File: src/design/pwm_cycle_consts.svh
// Constants for the counter array PWM cycle configuration block.
// Assumes inclusion by bare name from design files.
`ifndef PWM_CYCLE_CONSTS_SVH
`define PWM_CYCLE_CONSTS_SVH
`define PWM_CFG_ADDR 8'hf7
`define PWM_CFG_RESET 8'h00
`define PWM_CFG_WMASK 8'he3
`define BIT_RELOAD_SEL 7
`define BIT_OVF_IRQ_EN 6
`define BIT_OVF_FLAG 5
`define CLSEL_HI 1
`define CLSEL_LO 0
`define BASE_CYCLE_BITS 8
`endif

File: src/design/pwm_cycle_pkg.sv
// Types for the counter array PWM cycle configuration block.
// Assumes nothing beyond a SystemVerilog compiler.
package pwm_cycle_pkg;
  typedef enum logic [1:0] {
    len_8bit,
    len_9bit,
    len_10bit,
    len_11bit
  } cycle_len_t;
endpackage

File: src/design/chan_cfg_if.sv
// Interface between the configuration top and the per-channel cycle logic.
// Assumes one clock domain.
`timescale 1ns/1ps
`default_nettype none
interface chan_cfg_if #(parameter int NCH = 3);
  logic [1:0] len_sel;
  logic [NCH-1:0] wide_sel;
  logic [NCH-1:0] pwm_en;
  logic [NCH-1:0] reload_used;
  logic [NCH-1:0][3:0] cycle_bits;
  modport cfg (output len_sel, output wide_sel, output pwm_en,
               input reload_used, input cycle_bits);
  modport chan (input len_sel, input wide_sel, input pwm_en,
                output reload_used, output cycle_bits);
endinterface
`default_nettype wire

File: src/design/pwm_cycle_length_config.sv
// Shared PWM cycle configuration register of the counter array.
// Assumes a byte register port on core_clk and counter bits from the same domain.
`timescale 1ns/1ps
`default_nettype none
`include "pwm_cycle_consts.svh"
// Functional notes
// Reload select steers compare addresses to capture/compare or auto-reload registers.
// Auto-reload values act only in 9, 10 or 11-bit PWM.
// Flag with enable set raises counter array interrupt; enable low blocks it.
// Flag sets on overflow of counter bit chosen by length select.
// Flag set by hardware or software write of 1; only software clears.
// Bits four to two read zero; writes ignored.
// Length select 00, 01, 10 give 8, 9, 10 bit cycles.
// Length applies to non-wide PWM channels; wide channels ignore it.
// Per-channel wide select picks 8-11 bit family or 16-bit PWM.
// Length select 11 gives an 11-bit cycle.
module pwm_cycle_length_config
  import pwm_cycle_pkg::*;
#(
  parameter int NCH = 3
) (
  // Clock and reset
  input wire logic core_clk,
  input wire logic rst_b,
  // Register port
  input wire logic [7:0] reg_addr,
  input wire logic reg_wr,
  input wire logic [7:0] reg_wdata,
  output logic [7:0] reg_rdata,
  // Counter and channel modes
  input wire logic [15:0] counter_value,
  input wire logic counter_tick,
  input wire logic [NCH-1:0] chan_pwm_en,
  input wire logic [NCH-1:0] wide_pwm_select,
  // Outputs to channels and interrupt logic
  output logic reload_reg_select,
  output logic [1:0] cycle_length_select,
  output logic [NCH-1:0][3:0] chan_cycle_bits,
  output logic [NCH-1:0] chan_reload_used,
  output logic cycle_ovf,
  output logic cycle_ovf_irq
);
  // ----------------------------------------
  // Constants
  // ----------------------------------------
  localparam logic [7:0] CFG_ADDR = `PWM_CFG_ADDR;
  localparam logic [7:0] CFG_RESET = `PWM_CFG_RESET;
  // Writable bits; the unused middle bits never reach a register
  localparam logic [7:0] CFG_WMASK = `PWM_CFG_WMASK;
  localparam int SEL_BIT = `BIT_RELOAD_SEL;
  localparam int IEN_BIT = `BIT_OVF_IRQ_EN;
  localparam int FLAG_BIT = `BIT_OVF_FLAG;
  localparam int LEN_HI = `CLSEL_HI;
  localparam int LEN_LO = `CLSEL_LO;

  // ----------------------------------------
  // Helpers
  // ----------------------------------------
  function automatic logic addr_hit(input logic [7:0] addr);
    addr_hit = (addr == CFG_ADDR);
  endfunction

  // Carry out of the top bit of the selected cycle on one counter step
  function automatic logic carry_out(input logic [15:0] cnt, input cycle_len_t len);
    case (len)
      len_8bit: begin
        carry_out = &cnt[7:0];
      end
      len_9bit: begin
        carry_out = &cnt[8:0];
      end
      len_10bit: begin
        carry_out = &cnt[9:0];
      end
      len_11bit: begin
        carry_out = &cnt[10:0];
      end
      default: begin
        carry_out = 1'b0;
      end
    endcase
  endfunction

  // Register byte as software sees it; unused bits are constant zero
  function automatic logic [7:0] cfg_byte(input logic sel, input logic ien, input logic flg,
    input logic [1:0] len);
    cfg_byte = 8'h00;
    cfg_byte[SEL_BIT] = sel;
    cfg_byte[IEN_BIT] = ien;
    cfg_byte[FLAG_BIT] = flg;
    cfg_byte[LEN_HI:LEN_LO] = len;
  endfunction

  // ----------------------------------------
  // Address decode
  // ----------------------------------------
  logic cfg_sel;
  logic cfg_wr;
  logic [7:0] wr_bits;

  assign cfg_sel = addr_hit(reg_addr);
  assign cfg_wr = reg_wr && cfg_sel;
  assign wr_bits = reg_wdata & CFG_WMASK;

  // ----------------------------------------
  // Reload select
  // ----------------------------------------
  logic reload_sel_q;
  logic reload_sel_d;

  always_comb begin
    reload_sel_d = reload_sel_q;
    if (cfg_wr) begin
      reload_sel_d = wr_bits[SEL_BIT];
    end
  end

  always_ff @(posedge core_clk or negedge rst_b) begin
    if (!rst_b) begin
      reload_sel_q <= CFG_RESET[SEL_BIT];
    end else begin
      reload_sel_q <= reload_sel_d;
    end
  end

  // ----------------------------------------
  // Overflow interrupt enable
  // ----------------------------------------
  logic irq_en_q;
  logic irq_en_d;

  always_comb begin
    irq_en_d = irq_en_q;
    if (cfg_wr) begin
      irq_en_d = wr_bits[IEN_BIT];
    end
  end

  always_ff @(posedge core_clk or negedge rst_b) begin
    if (!rst_b) begin
      irq_en_q <= CFG_RESET[IEN_BIT];
    end else begin
      irq_en_q <= irq_en_d;
    end
  end

  // ----------------------------------------
  // Cycle length select
  // ----------------------------------------
  logic [1:0] len_q;
  logic [1:0] len_d;

  always_comb begin
    len_d = len_q;
    if (cfg_wr) begin
      len_d = wr_bits[LEN_HI:LEN_LO];
    end
  end

  always_ff @(posedge core_clk or negedge rst_b) begin
    if (!rst_b) begin
      len_q <= CFG_RESET[LEN_HI:LEN_LO];
    end else begin
      len_q <= len_d;
    end
  end

  // ----------------------------------------
  // Cycle overflow
  // ----------------------------------------
  cycle_len_t len_now;
  logic ovf_evt;
  logic flag_q;
  logic flag_d;

  assign len_now = cycle_len_t'(len_q);
  // Counter value is the one before the step, so a full low field means carry
  assign ovf_evt = counter_tick && carry_out(counter_value, len_now);

  // Hardware set wins over a software clear in the same cycle
  always_comb begin
    flag_d = flag_q;
    if (ovf_evt) begin
      flag_d = 1'b1;
    end else if (cfg_wr) begin
      flag_d = wr_bits[FLAG_BIT];
    end
  end

  always_ff @(posedge core_clk or negedge rst_b) begin
    if (!rst_b) begin
      flag_q <= CFG_RESET[FLAG_BIT];
    end else begin
      flag_q <= flag_d;
    end
  end

  // ----------------------------------------
  // Interrupt request
  // ----------------------------------------
  // Level request; it drops as soon as software clears the flag
  logic irq_req;

  assign irq_req = flag_q && irq_en_q;

  // ----------------------------------------
  // Read back
  // ----------------------------------------
  // Reads are combinational so a read is answered in its own cycle
  always_comb begin
    reg_rdata = 8'h00;
    if (cfg_sel) begin
      reg_rdata = cfg_byte(reload_sel_q, irq_en_q, flag_q, len_q);
    end
  end

  // ----------------------------------------
  // Outputs
  // ----------------------------------------
  assign reload_reg_select = reload_sel_q;
  assign cycle_length_select = len_q;
  assign cycle_ovf = flag_q;
  assign cycle_ovf_irq = irq_req;

  // ----------------------------------------
  // Channel decode
  // ----------------------------------------
  // Per-channel decode sits in its own module so more channels cost no edits here
  chan_cfg_if #(.NCH(NCH)) ch_if ();

  assign ch_if.len_sel = len_q;
  assign ch_if.wide_sel = wide_pwm_select;
  assign ch_if.pwm_en = chan_pwm_en;
  assign chan_cycle_bits = ch_if.cycle_bits;
  assign chan_reload_used = ch_if.reload_used;

  chan_cycle #(.NCH(NCH)) u_chan (
    .cfg(ch_if.chan)
  );
endmodule
`default_nettype wire

File: src/design/chan_cycle.sv
// Per-channel cycle length and reload usage decode.
// Assumes the channel mode bits come from the same clock domain.
`timescale 1ns/1ps
`default_nettype none
`include "pwm_cycle_consts.svh"
module chan_cycle
  import pwm_cycle_pkg::*;
#(
  parameter int NCH = 3
) (
  chan_cfg_if.chan cfg
);
  genvar i;
  generate
    for (i = 0; i < NCH; i++) begin : g_ch
      // Wide channels ignore the shared length select
      assign cfg.cycle_bits[i] = cfg.wide_sel[i] ? 4'h0 :
        4'(`BASE_CYCLE_BITS + cfg.len_sel);
      // Reload value only matters for 9 to 11 bit cycles
      assign cfg.reload_used[i] = cfg.pwm_en[i] && !cfg.wide_sel[i] &&
        (cycle_len_t'(cfg.len_sel) != len_8bit);
    end
  endgenerate
endmodule
`default_nettype wire

File: config.mk
export PLATFORM = sky130hd
export DESIGN_NAME = pwm_cycle_length_config
export DESIGN_NICKNAME = d
export VERILOG_FILES = /design/src/design/pwm_cycle_pkg.sv /design/src/design/chan_cfg_if.sv /design/src/design/pwm_cycle_length_config.sv /design/src/design/chan_cycle.sv
export VERILOG_INCLUDE_DIRS = /design/src /design/src/design
export SDC_FILE = /design/constraint.sdc
export NUM_CORES = 1
export LEC_CHECK = 0
export ABC_AREA = 1
export BUFFER_PORTS_ARGS = -buffer_cell sky130_fd_sc_hd__buf_2
export CAP_MARGIN = 0
export CORE_MARGIN = 2
export CORE_UTILIZATION = 31
export DETAILED_ROUTE_END_ITERATION = 8
export GPL_ROUTABILITY_DRIVEN = 0
export PLACE_DENSITY = 0.88
export SETUP_SLACK_MARGIN = 0.1
export SLEW_MARGIN = 10
export SYNTH_ARGS = -nofsm -noshare
export SYNTH_HDL_FRONTEND = slang
export SYNTH_SLANG_ARGS = --single-unit
File: constraint.sdc
create_clock -name core_clk -period 1.7 [get_ports core_clk]
set_clock_uncertainty 0.15 [all_clocks]
set_input_delay 0.255 -clock core_clk [delete_from_list [all_inputs] [get_ports core_clk]]
set_output_delay 0.255 -clock core_clk [all_outputs]
set_load 0.03 [all_outputs]
# [Word-level counts from Yosys, hierarchy flattened]
# Index checks and enable logic that the tools add are counted.
# W data, S select, Z words.
[totals] regBits=5 latch_bits=0 ramBits=0 rom_bits=0 in_bits=42 memories=0
[op_classes] n_addsub=1 n_mul=0 n_div=0 magnitude_cmp=0 eq_ne=4 shifts=0 muxes=7 bitwise_logic=0 reduce_logical=19
[op_table] cell="$mux W4" count=3
[op_table] cell="$reduce_and A11 Y1" count=1
[op_table] cell="$reduce_and A10 Y1" count=1
[op_table] cell="$logic_and A1 B1 Y1" count=9
[op_table] cell="$reduce_and A9 Y1" count=1
[op_table] cell="$eq A8 B8 Y1 const B" count=1
[op_table] cell="$mux W8" count=1
[op_table] cell="$reduce_and A8 Y1" count=1
[op_table] cell="$add A4 B2 Y4 const A" count=1
[op_table] cell="$eq A2 B2 Y1 const B" count=2
[op_table] cell="$pmux W1 S4" count=1
[op_table] cell="$reduce_bool A2 Y1" count=2
[op_table] cell="$logic_not A1 Y1" count=3
[op_table] cell="$eq A2 B1 Y1 const B" count=1
[op_table] cell="$logic_not A2 Y1" count=1
[op_table] cell="$mux W1" count=2

# [Longest topological paths before layout]
[logic_depth] depth_word=4 depth_mapped=6 depth_no_buf=6

# [By module]
# From an unflattened synthesis, not the netlist that was laid out.
[unflattened] cells_unflattened=89 hier_area_um2=503.0
[modules_own_cells] mod="pwm_cycle_length_config" n_inst=1 cells_each=67 area_per_inst_um2=409.1 seq_area_each_um2=125.1
[modules_own_cells] mod="chan_cycle" n_inst=1 cells_each=22 area_per_inst_um2=93.8 seq_area_each_um2=0.0

# [Least setup slack after synthesis]
# OpenSTA, ideal clock, no wires.
[synth_timing] path_type="register to output" startpoint="register len_q[1] (netlist: cycle_length_select[1])" endpoint="output port reg_rdata[1]" t_arrival_ns=1.121 required_time_ns=1.295 setup_slack_ns=0.174 path_stages_with_launch=3 path_buffers=0 cell_sequence="dfrtp_1 inv_1 nor2_1"
[synth_via] elab_chain_cells=1
[synth_rtl] item="start: declaration" line_no="pwm_cycle_length_config.sv:150" text="logic [1:0] len_q;"
[synth_rtl] item="start signal: assignment" line_no="pwm_cycle_length_config.sv:162" text="len_q <= CFG_RESET[LEN_HI:LEN_LO];"
[synth_rtl] item="start signal: assignment" line_no="pwm_cycle_length_config.sv:164" text="len_q <= len_d;"
[synth_rtl] item="$mux W8" line_no="pwm_cycle_length_config.sv:212" text="if (cfg_sel) begin"
[synth_rtl] item="end: declaration" line_no="pwm_cycle_length_config.sv:29" text="output logic [7:0] reg_rdata,"
# Every way passes these cells.

# [Worst setup path after layout]
[layout_timing] startpoint="register len_q[0] (netlist: cycle_length_select[0])" endpoint="output port chan_reload_used[2]"
[layout_via] elab_chain_cells=2
[layout_rtl] item="$reduce_bool A2 Y1" line_no="chan_cycle.sv:21" text="(cycle_len_t'(cfg.len_sel) != len_8bit);"
[layout_rtl] item="$logic_and A1 B1 Y1" line_no="chan_cycle.sv:20" text="assign cfg.reload_used[i] = cfg.pwm_en[i] && !cfg.wide_sel[i] &&"
[layout_rtl] item="end: declaration" line_no="pwm_cycle_length_config.sv:39" text="output logic [NCH-1:0] chan_reload_used,"
# Every way passes these cells.

==> flow_summary_export.csv <==
group,metric,value,unit
timing,final-hold-violation-count,0,
synthesis,synth-seq-cells,5,
drt,drt_pass1_iterations,4,
synthesis,synth.most_common_cell,"nand2_1",
synthesis,syn_inst,85,
synthesis,syn_avg_cell_area,5.77,sq um
timing,timing.setup.tns,0,ps
critical_path,crit_fanout,5,
synthesis,synth_area_leaders,"dfrtp_1 (26%), nand2_1 (19%), nor2_1 (15%)",
power,power.density,531,nW/um^2
synthesis,yosysTopAreaCell,"dfrtp_1",
drt,drt-total-wl,1550,microns
global_route,grt_pass1_wl,2190,microns
timing,slew_viol_final,0,
place,hpwl,1340,microns
floorplan,start_util,32.9,%
synthesis,synthArstFlopShare,100,%
timing,period_share,88.4,%
synthesis,synth_top_area_share,25.5,%
critical_path,worstSetupPathType,"flop to output pin",
global_route,grt_pass1_vias,574,
synthesis,synth-edff-count,0,
layout,fin_nets,187,
global_route,grt_usage,15.5,%
synthesis,netlist_area,490,sq um
critical_path,critPathRequiredTime,1290,ps
clock_tree,clk_pin_slew,40,ps
synthesis,yosysUniqueCellTypes,12,
global_route,grt_overflow,0,
global_route,antenna_found_initial,0,
timing,holdWs,96.3,ps
layout,syn_to_final_growth,63.3,%
floorplan,row_count,14,
clock_tree,max-clock-path-buffers,2,
drt,vias,686,
clock_tree,htreeDepth,1,
synthesis,ys_top_cells_by_count,"nand2_1 (25), nor2_1 (19), inv_1 (17)",
clock_tree,cts_num_sinks,5,
layout,layout-drive-gt1-share,43.8,%
critical_path,crit_arrival,1100,ps
floorplan,die_y,43.8,microns
timing,period_needed,1500,ps
clock_tree,cts_buffers,3,
clock_tree,clkLatencyLatePin,240,ps
power,vdd_drop_max,0.000313,V
outcome,status,"finished clean",
timing,fmax,665,MHz
drt,wl_per_cell,9.67,microns
timing,rsz0062_at_grt,"false",
synthesis,ys_seq_area_share,25.5,%
drt,drc,0,
global_route,grt_max_degree,10,
clock_tree,cts_tree,"done",
drt,vias_per_cell,4.29,
floorplan,ios,70,
critical_path,cp_slowest_cell,"dfrtp_1",
floorplan,core_area,1490,sq um
timing,finalSetupViolCount,0,
floorplan,die_w,43.8,microns
place,io_buffers,55,
critical_path,crit_path_cell_trace,"nor2_2 -> nor2_1 -> buf_2",
worst_hold_path,hold_class,"primary input to flop",
power,static-leakage-power,0.521,nW
drt,drt_iter0_markers,3,
critical_path,end_kind,"output pin",
floorplan,die_area,1920,sq um
drt,ant_nets,0,
layout,n_antenna_cell,0,
synthesis,yosys_warnings,0,
synthesis,synthFlopType,"dfrtp_1",
critical_path,slowest_delay,420,ps
run,drv_cap,0,
critical_path,cp-start-kind,"flop",
clock_tree,cts_root_buf,"clkbuf_4",
==> placed cells by master, fill, tap and decap left out, drive strengths merged <==
| cell | netlist | routed |
|---|---|---|
| dfrtp | 5 | 5 |
| nand4 | 1 | 1 |
| clkbuf | 0 | 5 |
| nand3 | 4 | 4 |
| buf | 6 | 54 |
| conb | 1 | 6 |
| o21ai | 4 | 4 |
| nor2 | 22 | 22 |
| inv | 17 | 17 |
| nand2 | 25 | 25 |
| dlygate4sd3 | 0 | 1 |
==> metrics by stage <==
step / setup WS, ps / cells / area [sq um] / utilization (%) / power [mW]
2_1_floorplan: 174 / 90 / 509 / - / 0.232
3_3_place_gp: 218 / 155 / 759 / 51.0 / 0.283
3_5_place_dp: 160 / 155 / 759 / 51.0 / 0.288
4_1_cts: 160 / 160 / 796 / 53.4 / 0.431
5_1_grt: 140 / 160 / 801 / 53.8 / 0.458
6_report: 197 / 160 / 801 / 53.8 / 0.425
==> path summary, 6_finish.rpt <==
check	from	end	slack [ps]	depth (start not counted)
setup / recovery	cycle_length_select[0]$_DFFE_PN0P_	chan_reload_used[2]	200	3
max in group asynchronous	rst_b	cycle_length_select[0]$_DFFE_PN0P_	1050	2
min in group asynchronous	rst_b	irq_en_q$_DFFE_PN0P_	220	2
setup reg to reg	cycle_length_select[0]$_DFFE_PN0P_	cycle_ovf$_DFFE_PN0P_	580	5
hold reg to reg	reload_reg_select$_DFFE_PN0P_	reload_reg_select$_DFFE_PN0P_	380	2
hold / removal	reg_wdata[6]	irq_en_q$_DFFE_PN0P_	100	3
==> cell families after synthesis <==
kind of cell,Yosys count,share of synthesized area [%]
buffers and inverters,23,22.2
AO/OA/AOI/OAI,4,4.08
flip-flops,5,25.5
other,1,0.765
AND/OR/NAND/NOR,52,47.5
==> critical path, delay by kind of cell, from the launching register on <==
family,cells,cell delay [ps]
flops,1,420
simple gates,2,260
buf+inv,1,170
==> report_power, final <==
| part | internal [mW] | switching, mW |
|---|---|---|
| Combinational | 0.0538 | 0.0993 |
| Clock | 0.0887 | 0.0480 |
| Sequential | 0.127 | 0.00830 |
==> what timing repair did <==
action                     in CTS  in global routing
hold endpoints to repair        5                  0
hold buffers                    1                  0
setup endpoints to repair       0                  4
resized for setup               0                  2
buffers inserted                0                  0
==> sequential cells by signal, indices dropped and copies added, names as in the netlist <==
signal,count
reload_reg_select,1
cycle_length_select,2
cycle_ovf,1
irq_en_q,1
==> final cells by class <==
cell class	instances	area (sq um)
clock buffer	4	26.3
multi-input combinational	62	278
fill	164	688
timing repair buffer	56	288
tap	16	20.0
sequential	5	125
inverter	17	63.8
==> routing by layer <==
metal  vias up  part of all wire, %  GRT usage, %
met2        43                   53          29.7
met4         0                  2.5          10.3
met5         -                    0             0
met3         6                   12          3.33
met1       280                   33          14.2
li1        357                    -             -
No activity file was read; power rests on OpenSTA's default activity.
